`config.mk`:
```
export PLATFORM = sky130hd
export DESIGN_NAME = temp_alarm_shutdown_ctrl
export DESIGN_NICKNAME = d
export VERILOG_FILES = /design/src/logic/temp_alarm_pkg.sv /design/src/logic/temp_alarm_shutdown_ctrl.sv
export VERILOG_INCLUDE_DIRS = /design/src /design/src/logic
export SDC_FILE = /design/constraint.sdc
export NUM_CORES = 1
export LEC_CHECK = 0
export ABC_AREA = 1
export BUFFER_PORTS_ARGS = -buffer_cell sky130_fd_sc_hd__buf_2
export CAP_MARGIN = 10
export CORE_ASPECT_RATIO = 1.25
export CORE_MARGIN = 3
export CORE_UTILIZATION = 55
export DETAILED_ROUTE_END_ITERATION = 10
export PLACE_DENSITY = 0.76
export SLEW_MARGIN = 20
export SYNTH_ARGS = -nofsm -noshare
export SYNTH_HDL_FRONTEND = slang
export SYNTH_SLANG_ARGS = --single-unit
```
`constraint.sdc`:
```
create_clock -name ref_clk -period 4.3 [get_ports ref_clk]
set_input_delay 0.86 -clock ref_clk [delete_from_list [all_inputs] [get_ports ref_clk]]
set_output_delay 0.86 -clock ref_clk [all_outputs]
set_load 0.01 [all_outputs]
```
`src/logic/temp_alarm_map.svh`:
```
/*
 * Constants of the temperature alarm and shutdown controller: register
 * pointers, reset and default values, fault queue counts and pulse width.
 * Assumes it is included by its bare name; definitions only.
 */
`ifndef TEMP_ALARM_MAP_SVH
`define TEMP_ALARM_MAP_SVH
// register pointers
`define PTR_TEMP 8'h00
`define PTR_CFG 8'h01
`define PTR_LOW 8'h02
`define PTR_HIGH 8'h03
`define PTR_NVCFG 8'h11
`define PTR_NVLOW 8'h12
`define PTR_NVHIGH 8'h13
// configuration byte position inside the 16-bit word
`define CFG_MSB 15
`define CFG_LSB 8
// reset and default values
`define PTR_RESET 8'h00
`define TEMP_RESET 16'h0000
`define NVCFG_DEFAULT 8'h00
`define NVLOW_DEFAULT 16'h4B00
`define NVHIGH_DEFAULT 16'h5000
`define ALERT_IDLE_LEVEL 1'h1
// fault queue needs per field code
`define FQ_NEED_0 3'h1
`define FQ_NEED_1 3'h2
`define FQ_NEED_2 3'h4
`define FQ_NEED_3 3'h6
`define FAULT_SAT 3'h6
// single shot alarm pulse width in ref_clk cycles
`define ALERT_PULSE_CYCLES 8'h10
`endif

```
`src/logic/temp_alarm_pkg.sv`:
```
/*
 * Types of the temperature alarm and shutdown controller.
 * Assumes nothing beyond a SystemVerilog compiler.
 */
package temp_alarm_pkg;
	// measurement sequencer states
	typedef enum logic [1:0] {ST_IDLE, ST_CONV, ST_EVAL} measState_e;
	// configuration byte, msb first
	typedef struct packed {
		logic oneShot;
		logic [1:0] spare;
		logic [1:0] faultQueue;
		logic polarity;
		logic alarmMode;
		logic shutdown;
	} thermCfg_s;
	// data write request from the serial engine
	typedef struct packed {
		logic strobe;
		logic byteOnly;
		logic [15:0] data;
	} regWrite_s;
	// converter result, asynchronous to ref_clk
	typedef struct packed {
		logic ready;
		logic [15:0] code;
	} adcResult_s;
endpackage : temp_alarm_pkg

```
`src/logic/temp_alarm_shutdown_ctrl.sv`:
```
/*
 * Alarm, shutdown and single conversion control of a temperature sensor,
 * with the pointer and seven data registers.
 * Assumes a serial engine on ref_clk giving strobes and a converter
 * whose ready and code arrive asynchronously.
 */
`timescale 1ns/10ps
`include "temp_alarm_map.svh"
module temp_alarm_shutdown_ctrl
	import temp_alarm_pkg::*;
(
	// clock and reset
	input wire logic ref_clk,
	input wire logic reset_n,
	// register port from the serial engine
	input wire logic ptrWrite,
	input wire logic [7:0] ptrByte,
	input wire regWrite_s wrReq,
	input wire logic rdStrobe,
	output logic [15:0] rdData,
	output logic ptrReject,
	output logic wrReject,
	// bus events
	input wire logic araAck,
	input wire logic generalCallReset,
	// lock state kept elsewhere
	input wire logic volLocked,
	input wire logic nvLocked,
	// converter handshake
	output logic measReq,
	input wire adcResult_s adcIn,
	// alarm pin
	output logic alertPin
);

	localparam int PULSE_LEN = 16; // equals ALERT_PULSE_CYCLES

	//--------------------------------------------------------------
	// converter synchroniser
	//--------------------------------------------------------------
	adcResult_s adcMeta_q; // first stage, read by second only
	adcResult_s adcSync_q; // second stage
	logic readyPrev_q; // for edge detection
	logic readyRise;

	// two flops on the asynchronous converter signals
	always_ff @(posedge ref_clk) begin
		if (!reset_n) begin
			adcMeta_q <= '0;
			adcSync_q <= '0;
			readyPrev_q <= 1'h0;
		end else begin
			adcMeta_q <= adcIn;
			adcSync_q <= adcMeta_q;
			readyPrev_q <= adcSync_q.ready;
		end
	end
	assign readyRise = adcSync_q.ready & ~readyPrev_q;

	//--------------------------------------------------------------
	// register storage and decode
	//--------------------------------------------------------------
	logic [7:0] ptr_q; // register select pointer
	logic ptrFresh_q; // pointer loaded since last write
	logic [15:0] temp_q; // temperature reading
	thermCfg_s cfg_q; // live configuration
	thermCfg_s cfg_d;
	logic [15:0] low_q; // live lower limit
	logic [15:0] high_q; // live upper limit
	thermCfg_s nvCfg_q; // stored configuration
	logic [15:0] nvLow_q; // stored lower limit
	logic [15:0] nvHigh_q; // stored upper limit
	logic [15:0] rdData_q;
	logic ptrReject_q;
	logic wrReject_q;
	thermCfg_s cfgNew; // configuration byte being written
	thermCfg_s cfgReload; // stored copy with one shot cleared
	logic ptrValid, selCfg, selLow, selHigh;
	logic selNvCfg, selNvLow, selNvHigh, selVol, selNv;
	logic wrVol, wrNv, cfgWr, writable;
	logic [15:0] rdSel;
	logic gcall;
	logic shutEnter, shutExit, modeToInt, modeInt;
	logic singleDone;

	// merge an 8-bit write into the upper byte only
	function automatic logic [15:0] mergeWord(input logic [15:0] old,
		input regWrite_s req);
		mergeWord = req.byteOnly ? {req.data[15:8], old[7:0]} : req.data;
	endfunction : mergeWord

	assign gcall = generalCallReset;
	// only the seven listed pointer values are accepted
	assign ptrValid = (ptrByte == `PTR_TEMP) | (ptrByte == `PTR_CFG) |
		(ptrByte == `PTR_LOW) | (ptrByte == `PTR_HIGH) |
		(ptrByte == `PTR_NVCFG) | (ptrByte == `PTR_NVLOW) |
		(ptrByte == `PTR_NVHIGH);
	assign selCfg = ptr_q == `PTR_CFG;
	assign selLow = ptr_q == `PTR_LOW;
	assign selHigh = ptr_q == `PTR_HIGH;
	assign selNvCfg = ptr_q == `PTR_NVCFG;
	assign selNvLow = ptr_q == `PTR_NVLOW;
	assign selNvHigh = ptr_q == `PTR_NVHIGH;
	assign selVol = selCfg | selLow | selHigh;
	assign selNv = selNvCfg | selNvLow | selNvHigh;
	// writes need a fresh pointer and an unlocked target
	assign writable = ptrFresh_q &
		((selVol & ~volLocked) | (selNv & ~nvLocked));
	assign wrVol = wrReq.strobe & ptrFresh_q & ~volLocked;
	assign wrNv = wrReq.strobe & ptrFresh_q & ~nvLocked;
	assign cfgWr = wrVol & selCfg;
	// config lives in the first byte, lower byte ignored
	assign cfgNew = wrReq.data[`CFG_MSB:`CFG_LSB];
	assign cfgReload = {1'h0, nvCfg_q[6:0]};
	assign modeInt = cfg_q.alarmMode;
	assign shutEnter = cfgWr & cfgNew.shutdown & ~cfg_q.shutdown;
	assign shutExit = cfgWr & ~cfgNew.shutdown & cfg_q.shutdown;
	assign modeToInt = cfgWr & cfgNew.alarmMode & ~cfg_q.alarmMode;
	// read mux, temperature read only
	assign rdSel = (ptr_q == `PTR_TEMP) ? temp_q :
		selCfg ? {cfg_q, 8'h00} :
		selLow ? low_q :
		selHigh ? high_q :
		selNvCfg ? {nvCfg_q, 8'h00} :
		selNvLow ? nvLow_q :
		selNvHigh ? nvHigh_q : 16'h0000;

	// pointer and write freshness, cleared by reset or general call
	always_ff @(posedge ref_clk) begin
		if (!reset_n || gcall) begin
			ptr_q <= `PTR_RESET;
			ptrFresh_q <= 1'h0;
		end else if (ptrWrite && ptrValid) begin
			ptr_q <= ptrByte;
			ptrFresh_q <= 1'h1;
		end else if (wrReq.strobe) begin
			ptrFresh_q <= 1'h0;
		end
	end

	// answers to the serial engine
	always_ff @(posedge ref_clk) begin
		if (!reset_n) begin
			rdData_q <= 16'h0000;
			ptrReject_q <= 1'h0;
			wrReject_q <= 1'h0;
		end else begin
			if (rdStrobe)
				rdData_q <= rdSel;
			ptrReject_q <= ptrWrite & ~ptrValid;
			wrReject_q <= wrReq.strobe & ~writable;
		end
	end

	// one shot request only in shutdown, cleared when done
	always_comb begin
		cfg_d = cfg_q;
		if (cfgWr)
			cfg_d = cfgNew;
		// dropped on shutdown exit, else a normal run never clears it
		cfg_d.oneShot = cfg_d.shutdown & ((cfg_q.oneShot & ~singleDone) |
			(cfgWr & cfgNew.oneShot & cfg_q.shutdown));
	end

	// live registers, reloaded from stored copies
	always_ff @(posedge ref_clk) begin
		if (!reset_n) begin
			cfg_q <= thermCfg_s'(`NVCFG_DEFAULT);
			low_q <= `NVLOW_DEFAULT;
			high_q <= `NVHIGH_DEFAULT;
		end else if (gcall) begin
			cfg_q <= cfgReload;
			low_q <= nvLow_q;
			high_q <= nvHigh_q;
		end else begin
			cfg_q <= cfg_d;
			if (wrVol && selLow)
				low_q <= mergeWord(low_q, wrReq);
			if (wrVol && selHigh)
				high_q <= mergeWord(high_q, wrReq);
		end
	end

	// stored copies, no effect until reloaded
	always_ff @(posedge ref_clk) begin
		if (!reset_n) begin
			nvCfg_q <= thermCfg_s'(`NVCFG_DEFAULT);
			nvLow_q <= `NVLOW_DEFAULT;
			nvHigh_q <= `NVHIGH_DEFAULT;
		end else begin
			if (wrNv && selNvCfg)
				nvCfg_q <= cfgNew;
			if (wrNv && selNvLow)
				nvLow_q <= mergeWord(nvLow_q, wrReq);
			if (wrNv && selNvHigh)
				nvHigh_q <= mergeWord(nvHigh_q, wrReq);
		end
	end

	//--------------------------------------------------------------
	// measurement sequencer
	//--------------------------------------------------------------
	measState_e measState_q;
	measState_e measState_d;
	logic measReq_q; // converter request level
	logic oneShotRun_q; // current run is a single shot
	logic startPending_q; // measurement owed after reset
	logic runMeas, launch, capture, abortRun, evalNow;

	// continuous unless shut down; startup and one shot override
	assign runMeas = startPending_q | ~cfg_q.shutdown |
		cfg_q.oneShot;
	assign launch = (measState_q == ST_IDLE) & runMeas &
		~adcSync_q.ready;
	assign capture = (measState_q == ST_CONV) & readyRise;
	assign abortRun = (measState_q == ST_CONV) & cfg_q.shutdown &
		~oneShotRun_q & ~startPending_q & ~readyRise;
	assign evalNow = measState_q == ST_EVAL;
	assign singleDone = evalNow & oneShotRun_q;

	// next state
	always_comb begin
		case (measState_q)
			ST_IDLE: measState_d = launch ? ST_CONV : ST_IDLE;
			ST_CONV: begin
				if (capture)
					measState_d = ST_EVAL;
				else if (abortRun)
					measState_d = ST_IDLE;
				else
					measState_d = ST_CONV;
			end
			ST_EVAL: measState_d = ST_IDLE;
			default: measState_d = ST_IDLE;
		endcase
	end

	// state, request, single shot flag and startup pending
	always_ff @(posedge ref_clk) begin
		if (!reset_n || gcall) begin
			measState_q <= ST_IDLE;
			measReq_q <= 1'h0;
			oneShotRun_q <= 1'h0;
			startPending_q <= 1'h1;
		end else begin
			measState_q <= measState_d;
			if (launch)
				oneShotRun_q <= cfg_q.shutdown & ~startPending_q;
			measReq_q <= launch | (measReq_q & ~capture & ~abortRun);
			if (evalNow)
				startPending_q <= 1'h0;
		end
	end

	// temperature register updates on each capture
	always_ff @(posedge ref_clk) begin
		if (!reset_n)
			temp_q <= `TEMP_RESET;
		else if (capture)
			temp_q <= adcSync_q.code;
	end

	//--------------------------------------------------------------
	// fault queue
	//--------------------------------------------------------------
	logic [2:0] faultCnt_q; // consecutive faults
	logic [2:0] cntNext;
	logic [2:0] faultNeed;
	logic isHigh, isLow, isFault, validHigh, validLow;

	// limits compared as twos complement
	assign isHigh = $signed(temp_q) >= $signed(high_q);
	assign isLow = $signed(temp_q) <= $signed(low_q);
	assign isFault = isHigh | isLow;
	assign faultNeed = (cfg_q.faultQueue == 2'h0) ? `FQ_NEED_0 :
		(cfg_q.faultQueue == 2'h1) ? `FQ_NEED_1 :
		(cfg_q.faultQueue == 2'h2) ? `FQ_NEED_2 : `FQ_NEED_3;
	assign cntNext = !isFault ? 3'h0 :
		(faultCnt_q == `FAULT_SAT) ? `FAULT_SAT :
		3'(faultCnt_q + 3'h1);
	assign validHigh = evalNow & isHigh & (cntNext >= faultNeed);
	assign validLow = evalNow & isLow & ~isHigh & (cntNext >= faultNeed);

	// counter kept over shutdown, cleared by reset, general call or a clean reading
	always_ff @(posedge ref_clk) begin
		if (!reset_n || gcall)
			faultCnt_q <= 3'h0;
		else if (evalNow)
			faultCnt_q <= cntNext;
	end

	//--------------------------------------------------------------
	// alarm output
	//--------------------------------------------------------------
	logic alertActive_q; // alarm asserted
	logic alert_d;
	logic expectLow_q; // next interrupt event is lower
	logic expect_d;
	logic [7:0] pulseCnt_q; // single shot pulse remaining
	logic [7:0] pulse_d;
	logic lastHigh_q; // last reading gave valid upper fault
	logic lastLow_q; // last reading gave valid lower fault
	logic alertPin_q;
	logic clearEv, takeEval, takeExit, takeAny;

	// interrupt clears: any read, alert response, shutdown entry
	assign clearEv = modeInt & (rdStrobe | araAck | shutEnter);
	// only the expected direction arms, starting with upper
	assign takeEval = ~alertActive_q &
		((validHigh & ~expectLow_q) | (validLow & expectLow_q));
	assign takeExit = shutExit & ~alertActive_q &
		((lastHigh_q & ~expectLow_q) | (lastLow_q & expectLow_q));
	assign takeAny = modeInt & (takeEval | takeExit);

	// alarm next state, set wins over clear
	always_comb begin
		alert_d = alertActive_q;
		expect_d = expectLow_q;
		pulse_d = pulseCnt_q;
		if (pulseCnt_q != 8'h00) begin
			pulse_d = 8'(pulseCnt_q - 8'h01);
			if (pulseCnt_q == 8'h01)
				alert_d = 1'h0;
		end
		if (clearEv) begin
			alert_d = 1'h0;
			pulse_d = 8'h00;
		end
		if (modeToInt)
			expect_d = alertActive_q;
		if (!modeInt) begin
			if (validHigh)
				alert_d = 1'h1;
			else if (validLow)
				alert_d = 1'h0;
		end else if (takeAny) begin
			alert_d = 1'h1;
			expect_d = ~expectLow_q;
			pulse_d = singleDone ? `ALERT_PULSE_CYCLES : 8'h00;
		end
	end

	// alarm state, general call clears it
	always_ff @(posedge ref_clk) begin
		if (!reset_n || gcall) begin
			alertActive_q <= 1'h0;
			expectLow_q <= 1'h0;
			pulseCnt_q <= 8'h00;
			lastHigh_q <= 1'h0;
			lastLow_q <= 1'h0;
		end else begin
			alertActive_q <= alert_d;
			expectLow_q <= expect_d;
			pulseCnt_q <= pulse_d;
			if (evalNow) begin
				lastHigh_q <= validHigh;
				lastLow_q <= validLow;
			end
		end
	end

	// pin level follows polarity bit
	always_ff @(posedge ref_clk) begin
		if (!reset_n || gcall)
			alertPin_q <= `ALERT_IDLE_LEVEL;
		else
			alertPin_q <= alert_d ^ ~cfg_d.polarity;
	end

	//--------------------------------------------------------------
	// outputs
	//--------------------------------------------------------------
	assign rdData = rdData_q;
	assign ptrReject = ptrReject_q;
	assign wrReject = wrReject_q;
	assign measReq = measReq_q;
	assign alertPin = alertPin_q;
endmodule : temp_alarm_shutdown_ctrl

```
### Word level (Yosys, flattened, before mapping)

Cells that the tools add are included.

* bits of input ports: 51
* register bits after elaboration: 179
* output and inout bits: 20

* equality and inequality tests: 19
* multiplexer cells: 40
* $add $sub $neg: 2
* reductions and logical operators: 22
* order comparisons: 3
* bitwise logic cells: 88

Operators by type and width (number)
* 2-to-1 mux 16 bit: 11
* == test 8 x 5 -> 1 bit, second input constant: 6
* bitwise AND 1 bit: 45
* 2-to-1 mux 8 bit: 5
* == test 8 x 2 -> 1 bit, second input constant: 4
* == test 8 x 1 -> 1 bit, second input constant: 3
* inverter 1 bit: 21
* OR 1 bit: 21
* greater-or-equal comparator 16 bit: 1
* <= comparator 16 bit: 1
* zero test 8 bit: 2
* 2-to-1 mux 1 bit: 14
* 2-to-1 mux 7 bit: 2
* 2-to-1 mux 3 bit: 4
* AND reduction 2 bit: 4
* nonzero test 2 bit: 4
* nonzero test 8 bit: 1
* subtractor 8 x 1 -> 8 bit, second input constant: 1
* logical AND 1 bit: 6
* 2-to-1 mux 5 bit: 1
* == test 2 x 1 -> 1 bit, second input constant: 2
* == test 2 bit, second input constant: 2
* zero test 2 bit: 2
* 2-to-1 mux 2 bit: 2
* 9 further kinds: 9

### Depth between registers and ports, before layout

* word-level depth: 14
* depth in mapped cells: 30
* gate-level depth less buffers: 30

### Worst setup path before layout

No wires, ideal clock.

* path kind: flip-flop to flip-flop
* start: register low_q[15]
* end: register pulseCnt_q[4]
* slack: 1.460 ns
* arrival: 2.727 ns
* stages on the path, launching flop included: 24
* setup time: 0.113 ns
* path buffers: 0
* cells stage by stage: dfxtp_1 inv_1 ha_1 nand2_1 nor4_2 nand2_1 nand3_1 nand3_2 nor2_1 inv_1 o211ai_1 inv_1 ha_1 inv_1 nor2_1 o21ai_0 inv_1 nand2_1 a21oi_1 nand2_2 nand2_4 nand2_4 nand3b_1 nand2_1

* word-level cells in the longest chain between the ends: 12
* elaborated cells between the ends (all ways): 16
* those cells by class: 2 x order compare; 3 x mux; 11 x bitwise

RTL lines
* start, declared: RTL line temp_alarm_shutdown_ctrl.sv:68 `logic [15:0] low_q;`
* start signal, assigned: RTL line temp_alarm_shutdown_ctrl.sv:169 `` low_q <= `NVLOW_DEFAULT; ``
* start signal, assigned: RTL line temp_alarm_shutdown_ctrl.sv:173 `low_q <= nvLow_q;`
* start signal, assigned: RTL line temp_alarm_shutdown_ctrl.sv:178 `low_q <= mergeWord(low_q, wrReq);`
* <= comparator 16 bit (*): RTL line temp_alarm_shutdown_ctrl.sv:273 `assign isLow = $signed(temp_q) <= $signed(low_q);`
* OR 1 bit (*): RTL line temp_alarm_shutdown_ctrl.sv:274 `assign isFault = isHigh | isLow;`
* 2-to-1 mux 3 bit (*): RTL line temp_alarm_shutdown_ctrl.sv:278 `assign cntNext = !isFault ? 3'h0 :`
* via cntNext[2]: RTL line temp_alarm_shutdown_ctrl.sv:267 `logic [2:0] cntNext;`
* greater-or-equal comparator 3 bit (*): RTL line temp_alarm_shutdown_ctrl.sv:281, temp_alarm_shutdown_ctrl.sv:282
* bitwise AND 1 bit, on equally long branches: RTL line temp_alarm_shutdown_ctrl.sv:281, temp_alarm_shutdown_ctrl.sv:282
* bitwise AND 1 bit: RTL line temp_alarm_shutdown_ctrl.sv:310 `((validHigh & ~expectLow_q) | (validLow & expectLow_q));`
* OR 1 bit (*): RTL line temp_alarm_shutdown_ctrl.sv:310
* bitwise AND 1 bit (*): RTL line temp_alarm_shutdown_ctrl.sv:309 `assign takeEval = ~alertActive_q &`
* OR 1 bit (*): RTL line temp_alarm_shutdown_ctrl.sv:313 `assign takeAny = modeInt & (takeEval | takeExit);`
* bitwise AND 1 bit (*): RTL line temp_alarm_shutdown_ctrl.sv:313
* 2-to-1 mux 8 bit (*): RTL line temp_alarm_shutdown_ctrl.sv:336 `end else if (takeAny) begin`
* 2-to-1 mux 8 bit (*): RTL line temp_alarm_shutdown_ctrl.sv:331 `if (!modeInt) begin`
* end signal, assigned: RTL line temp_alarm_shutdown_ctrl.sv:354 `pulseCnt_q <= pulse_d;`
* end, declared: RTL line temp_alarm_shutdown_ctrl.sv:299 `logic [7:0] pulseCnt_q;`

Mark *: on every way through the listed nets, which the timed path passes. The rest lies on a longest branch.
A chain may end at the register's enable or synchronous reset.

### Final worst setup path

* start: register low_q[15]
* end: register pulseCnt_q[6]

The elaborated chain is that of the path after synthesis.

==> results.sh <==
export IMPL_outcome="complete, no violations"
export IMPL_ys_seq_area_share_pct=43.6
export IMPL_max_freq_mhz=310
export IMPL_crit_required_ns=4.62
export IMPL_critPathMaxStageDelay_ns=0.34
export IMPL_dr_pass1_iters=7
export IMPL_slowest_stage="dfxtp_1"
export IMPL_ir_worst_vdd_v=0.000244
export IMPL_critPathCaptureType="register"
export IMPL_worstSkewPairLatency_ns=0.43
export IMPL_cp_max_fo=5
export IMPL_die_area_sq_mm=0.0164
export IMPL_critical_path_class="register to register"
export IMPL_cts_buffers=17
export IMPL_synth_warnings=0
export IMPL_die_h_um=143
export IMPL_tns_ns=0
export IMPL_ioPinCount=71
export IMPL_ys_types=46
export IMPL_hold_viol=0
export IMPL_period_share_pct=74.9
export IMPL_drive_gt1_share_pct=11.9
export IMPL_vias=7472
export IMPL_rsz0062_at_grt="false"
export IMPL_hold_path_class="register to register"
export IMPL_antenna_found_initial=0
export IMPL_antennaDiodeCount=0
export IMPL_postCtsSetupRepairBufs=0
export IMPL_dp_hpwl_um=14900
export IMPL_max_cap_viol_count=0
export IMPL_cts_repair_resized=0
export IMPL_ys_flop_type="dfxtp_1"
export IMPL_core_area_sq_mm=0.0145
export IMPL_h_tree_depth=4
export IMPL_cts_reportedPaths_clkPinSlew_ns=0.06
export IMPL_grt_max_degree=114
export IMPL_grt_overflow_total=0
export IMPL_routed_wl_um=20700
export IMPL_startpoint_type="register"
export IMPL_crit_top_cell="inv_1"
export IMPL_crit_arrival_ns=3.54
export IMPL_setup_violations=0
export IMPL_ctsHoldBuffers=0
export IMPL_ant_nets=0
export IMPL_wire_per_inst_um=15.5
export IMPL_fin_crit_ns=3.22
export IMPL_skew_ns=0.00685
export IMPL_drtIter0Drc=489
export IMPL_relSlewSlack_pct=32.3
export IMPL_initial_core_util_pct=56.5
export IMPL_io_buffer_count=70
export IMPL_cts_tree="done"
export IMPL_leakage_nw=4.15
export IMPL_place_inst=1307
export IMPL_place_congestion=0.885
export IMPL_ys_seq_elements=179
export IMPL_crit_chain="inv_1 -> ha_1 -> nand2_1 -> nor4_2 -> nand2_1 -> nand3_1 -> nand3_2 -> nor2_1 -> inv_1 -> o211ai_1 -> inv_1 -> ha_1 -> inv_1 -> nor2_1 -> o21ai_0 -> inv_1 -> nand2_1 -> a21oi_1 -> nand2_2 -> nand2_4 -> nand2_4 -> nand3_4 -> nor2_1"
export IMPL_n_fill_cell=1296
export IMPL_synthCells=1097
export IMPL_final_nets=1239
export IMPL_clock_path_buffers=2
export IMPL_avgSynthCellArea_sq_um=7.49
export IMPL_syn_area_sq_mm=0.00821
export IMPL_cts_sinks=179
export IMPL_finalMaxSlewViolations=0
export IMPL_grt_pass1_wl_um=34100
export IMPL_fin_cells=1338
export IMPL_route_detailed_drc=0
export IMPL_chipWidth_um=115
export IMPL_syn_to_final_growth_pct=13.3
export IMPL_power_density_mw_per_mm2=428
export IMPL_async_reset_ff_share_pct=0
export IMPL_vias_per_cell=5.58
export IMPL_first_global_vias=7257
export IMPL_syn_nets=1188
export IMPL_cts_root_buf="clkbuf_16"
export IMPL_num_rows=49
export IMPL_synth_edff_count=0
export IMPL_grt_usage_pct=26.1
export IMPL_worst_slew_pin_slew_ns=1.02
kinds of logic after synthesis:
| group | Yosys count | share of synthesized area, % |
|---|---|---|
| AO/OA/AOI/OAI | 302 | 20.7 |
| XOR/XNOR | 7 | 0.746 |
| adder cells (fa/ha/maj) | 40 | 6.09 |
| buffers and inverters | 210 | 9.78 |
| flip-flops | 179 | 43.6 |
| AND/OR/NAND/NOR | 359 | 19.0 |
critical path: cells and delay by family (launching register included):
kind            cells  cell delay (ns)
simple gates       13             1.46
flops               1             0.34
compound gates      3             0.36
buf+inv             5             0.33
fa+ha+maj           2             0.60
final timing paths:
kind	from	endpoint	slack, ns	cells after the start
max	low_q[15]$_SDFFE_PN0P_	pulseCnt_q[6]$_SDFF_PP0_	1.08	23
min	adcMeta_q[5]$_SDFF_PN0_	adcSync_q[5]$_SDFF_PN0_	0.41	2
max reg2reg	low_q[15]$_SDFFE_PN0P_	pulseCnt_q[6]$_SDFF_PP0_	1.08	23
min reg2reg	adcMeta_q[5]$_SDFF_PN0_	adcSync_q[5]$_SDFF_PN0_	0.41	2
sequential cells by signal, summed over array words and instances (netlist names), 2 cells and up:
name / cells
temp_q: 16
cfgReload: 7
adcMeta_q: 17
adcSync_q: 17
low_q: 16
faultCnt_q: 3
measState_q: 2
nvHigh_q: 16
pulseCnt_q: 8
nvLow_q: 16
high_q: 16
ptr_q: 8
cfg_q: 7
rdData: 16
layout by cell type (no fill, tap or decap), types with 3 or more instances in the layout:
master     synthesis  routed
nor3_2             4       4
nand3b_1           3       3
a211oi_1           5       5
nand2_1          203     203
nand3_2            3       3
buf_4              2       5
nand3_1           28      28
clkbuf_16          0      17
xnor2_1            5       5
o2111ai_1          8       8
clkbuf_8           0       4
nand4_1            3       3
a221oi_1           8       8
a22oi_1            6       6
a31oi_1           13      13
inv_2              8       8
nor3_1             6       6
ha_1              40      40
nor2_1            88      88
inv_1            157     157
o211ai_1          12      12
buf_2              6      70
bufinv_16          0       5
nand2_2            4       4
dfxtp_1          179     179
o221ai_1           3       3
o22ai_1           11      11
a21oi_1          125     125
nor2_4             4       4
o21ai_1            4       4
o21ai_0          101     101
routing by layer:
layer,up-vias,global-route usage [%],wire length [um]
li1,3714,-,-
met1,3443,30.1,8240
met2,254,45.8,10500
met3,61,5.17,1150
met4,0,12.6,821
met5,-,0,0
where the power goes:
group | internal (mW) | leakage, nW | switching, mW | total (mW)
clock | 1.09 | 0.320 | 0.637 | 1.73
sequential | 1.73 | 1.46 | 0.0411 | 1.77
combinational | 0.192 | 2.38 | 0.294 | 0.486
cell type report:
| cell class | count | area, sq um | share of cell area, % |
|---|---|---|---|
| Clock inverter | 8 | 171 | 1.84 |
| Timing Repair Buffer | 75 | 388 | 4.17 |
| Tap cell | 178 | 223 | 2.39 |
| Sequential cell | 179 | 3580 | 38.5 |
| Multi-Input combinational cell | 708 | 3830 | 41.1 |
| Inverter | 167 | 627 | 6.73 |
| Clock buffer | 23 | 488 | 5.24 |
cell usage after synthesis, types with 2 or more instances:
master     count  area (sq um)
a22oi_1        6          45.0
nor3_1         6          30.0
a221oi_1       8          70.1
nor3_2         4          40.0
nand4_1        3          18.8
xnor2_1        5          43.8
xor2_1         2          17.5
buf_4          2          15.0
o211ai_1      12          90.1
o21ai_1        4          20.0
inv_2          8          30.0
a211oi_1       5          37.5
nand3_2        3          30.0
nand3b_1       3          22.5
o22ai_1       11          68.8
nor2_1        88           330
or3_1          2          12.5
a31oi_1       13          81.3
ha_1          40           500
dfxtp_1      179          3580
clkinv_1       2          7.51
a21oi_1      125           626
inv_1        157           589
o21ai_0      101           505
nor2_4         4          45.0
nor2_2         2          12.5
buf_2          6          30.0
clkbuf_1      35           131
nand2_4        2          22.5
nor4_1         2          12.5
nand2_2        4          25.0
o221ai_1       3          26.3
nand3_1       28           140
o2111ai_1      8          70.1
nand2_1      203           762
stage by stage:
stage | setup WS (ns) | hold slack (ns) | instance area (sq um) | util, % | power [mW]
after CTS | 1.09 | 0.412 | 9310 | 64.1 | 4.00
final | 1.08 | 0.411 | 9310 | 64.1 | 3.98
after global routing | 0.605 | 0.432 | 9310 | 64.1 | 4.13
after floorplan | 1.46 | 0.390 | 8210 | - | 2.17
after detailed placement | 1.10 | 0.398 | 8650 | 59.5 | 2.29
after global placement | 1.27 | 0.394 | 8650 | 59.5 | 2.29
Note: power is estimated with default switching activity, not from simulation.
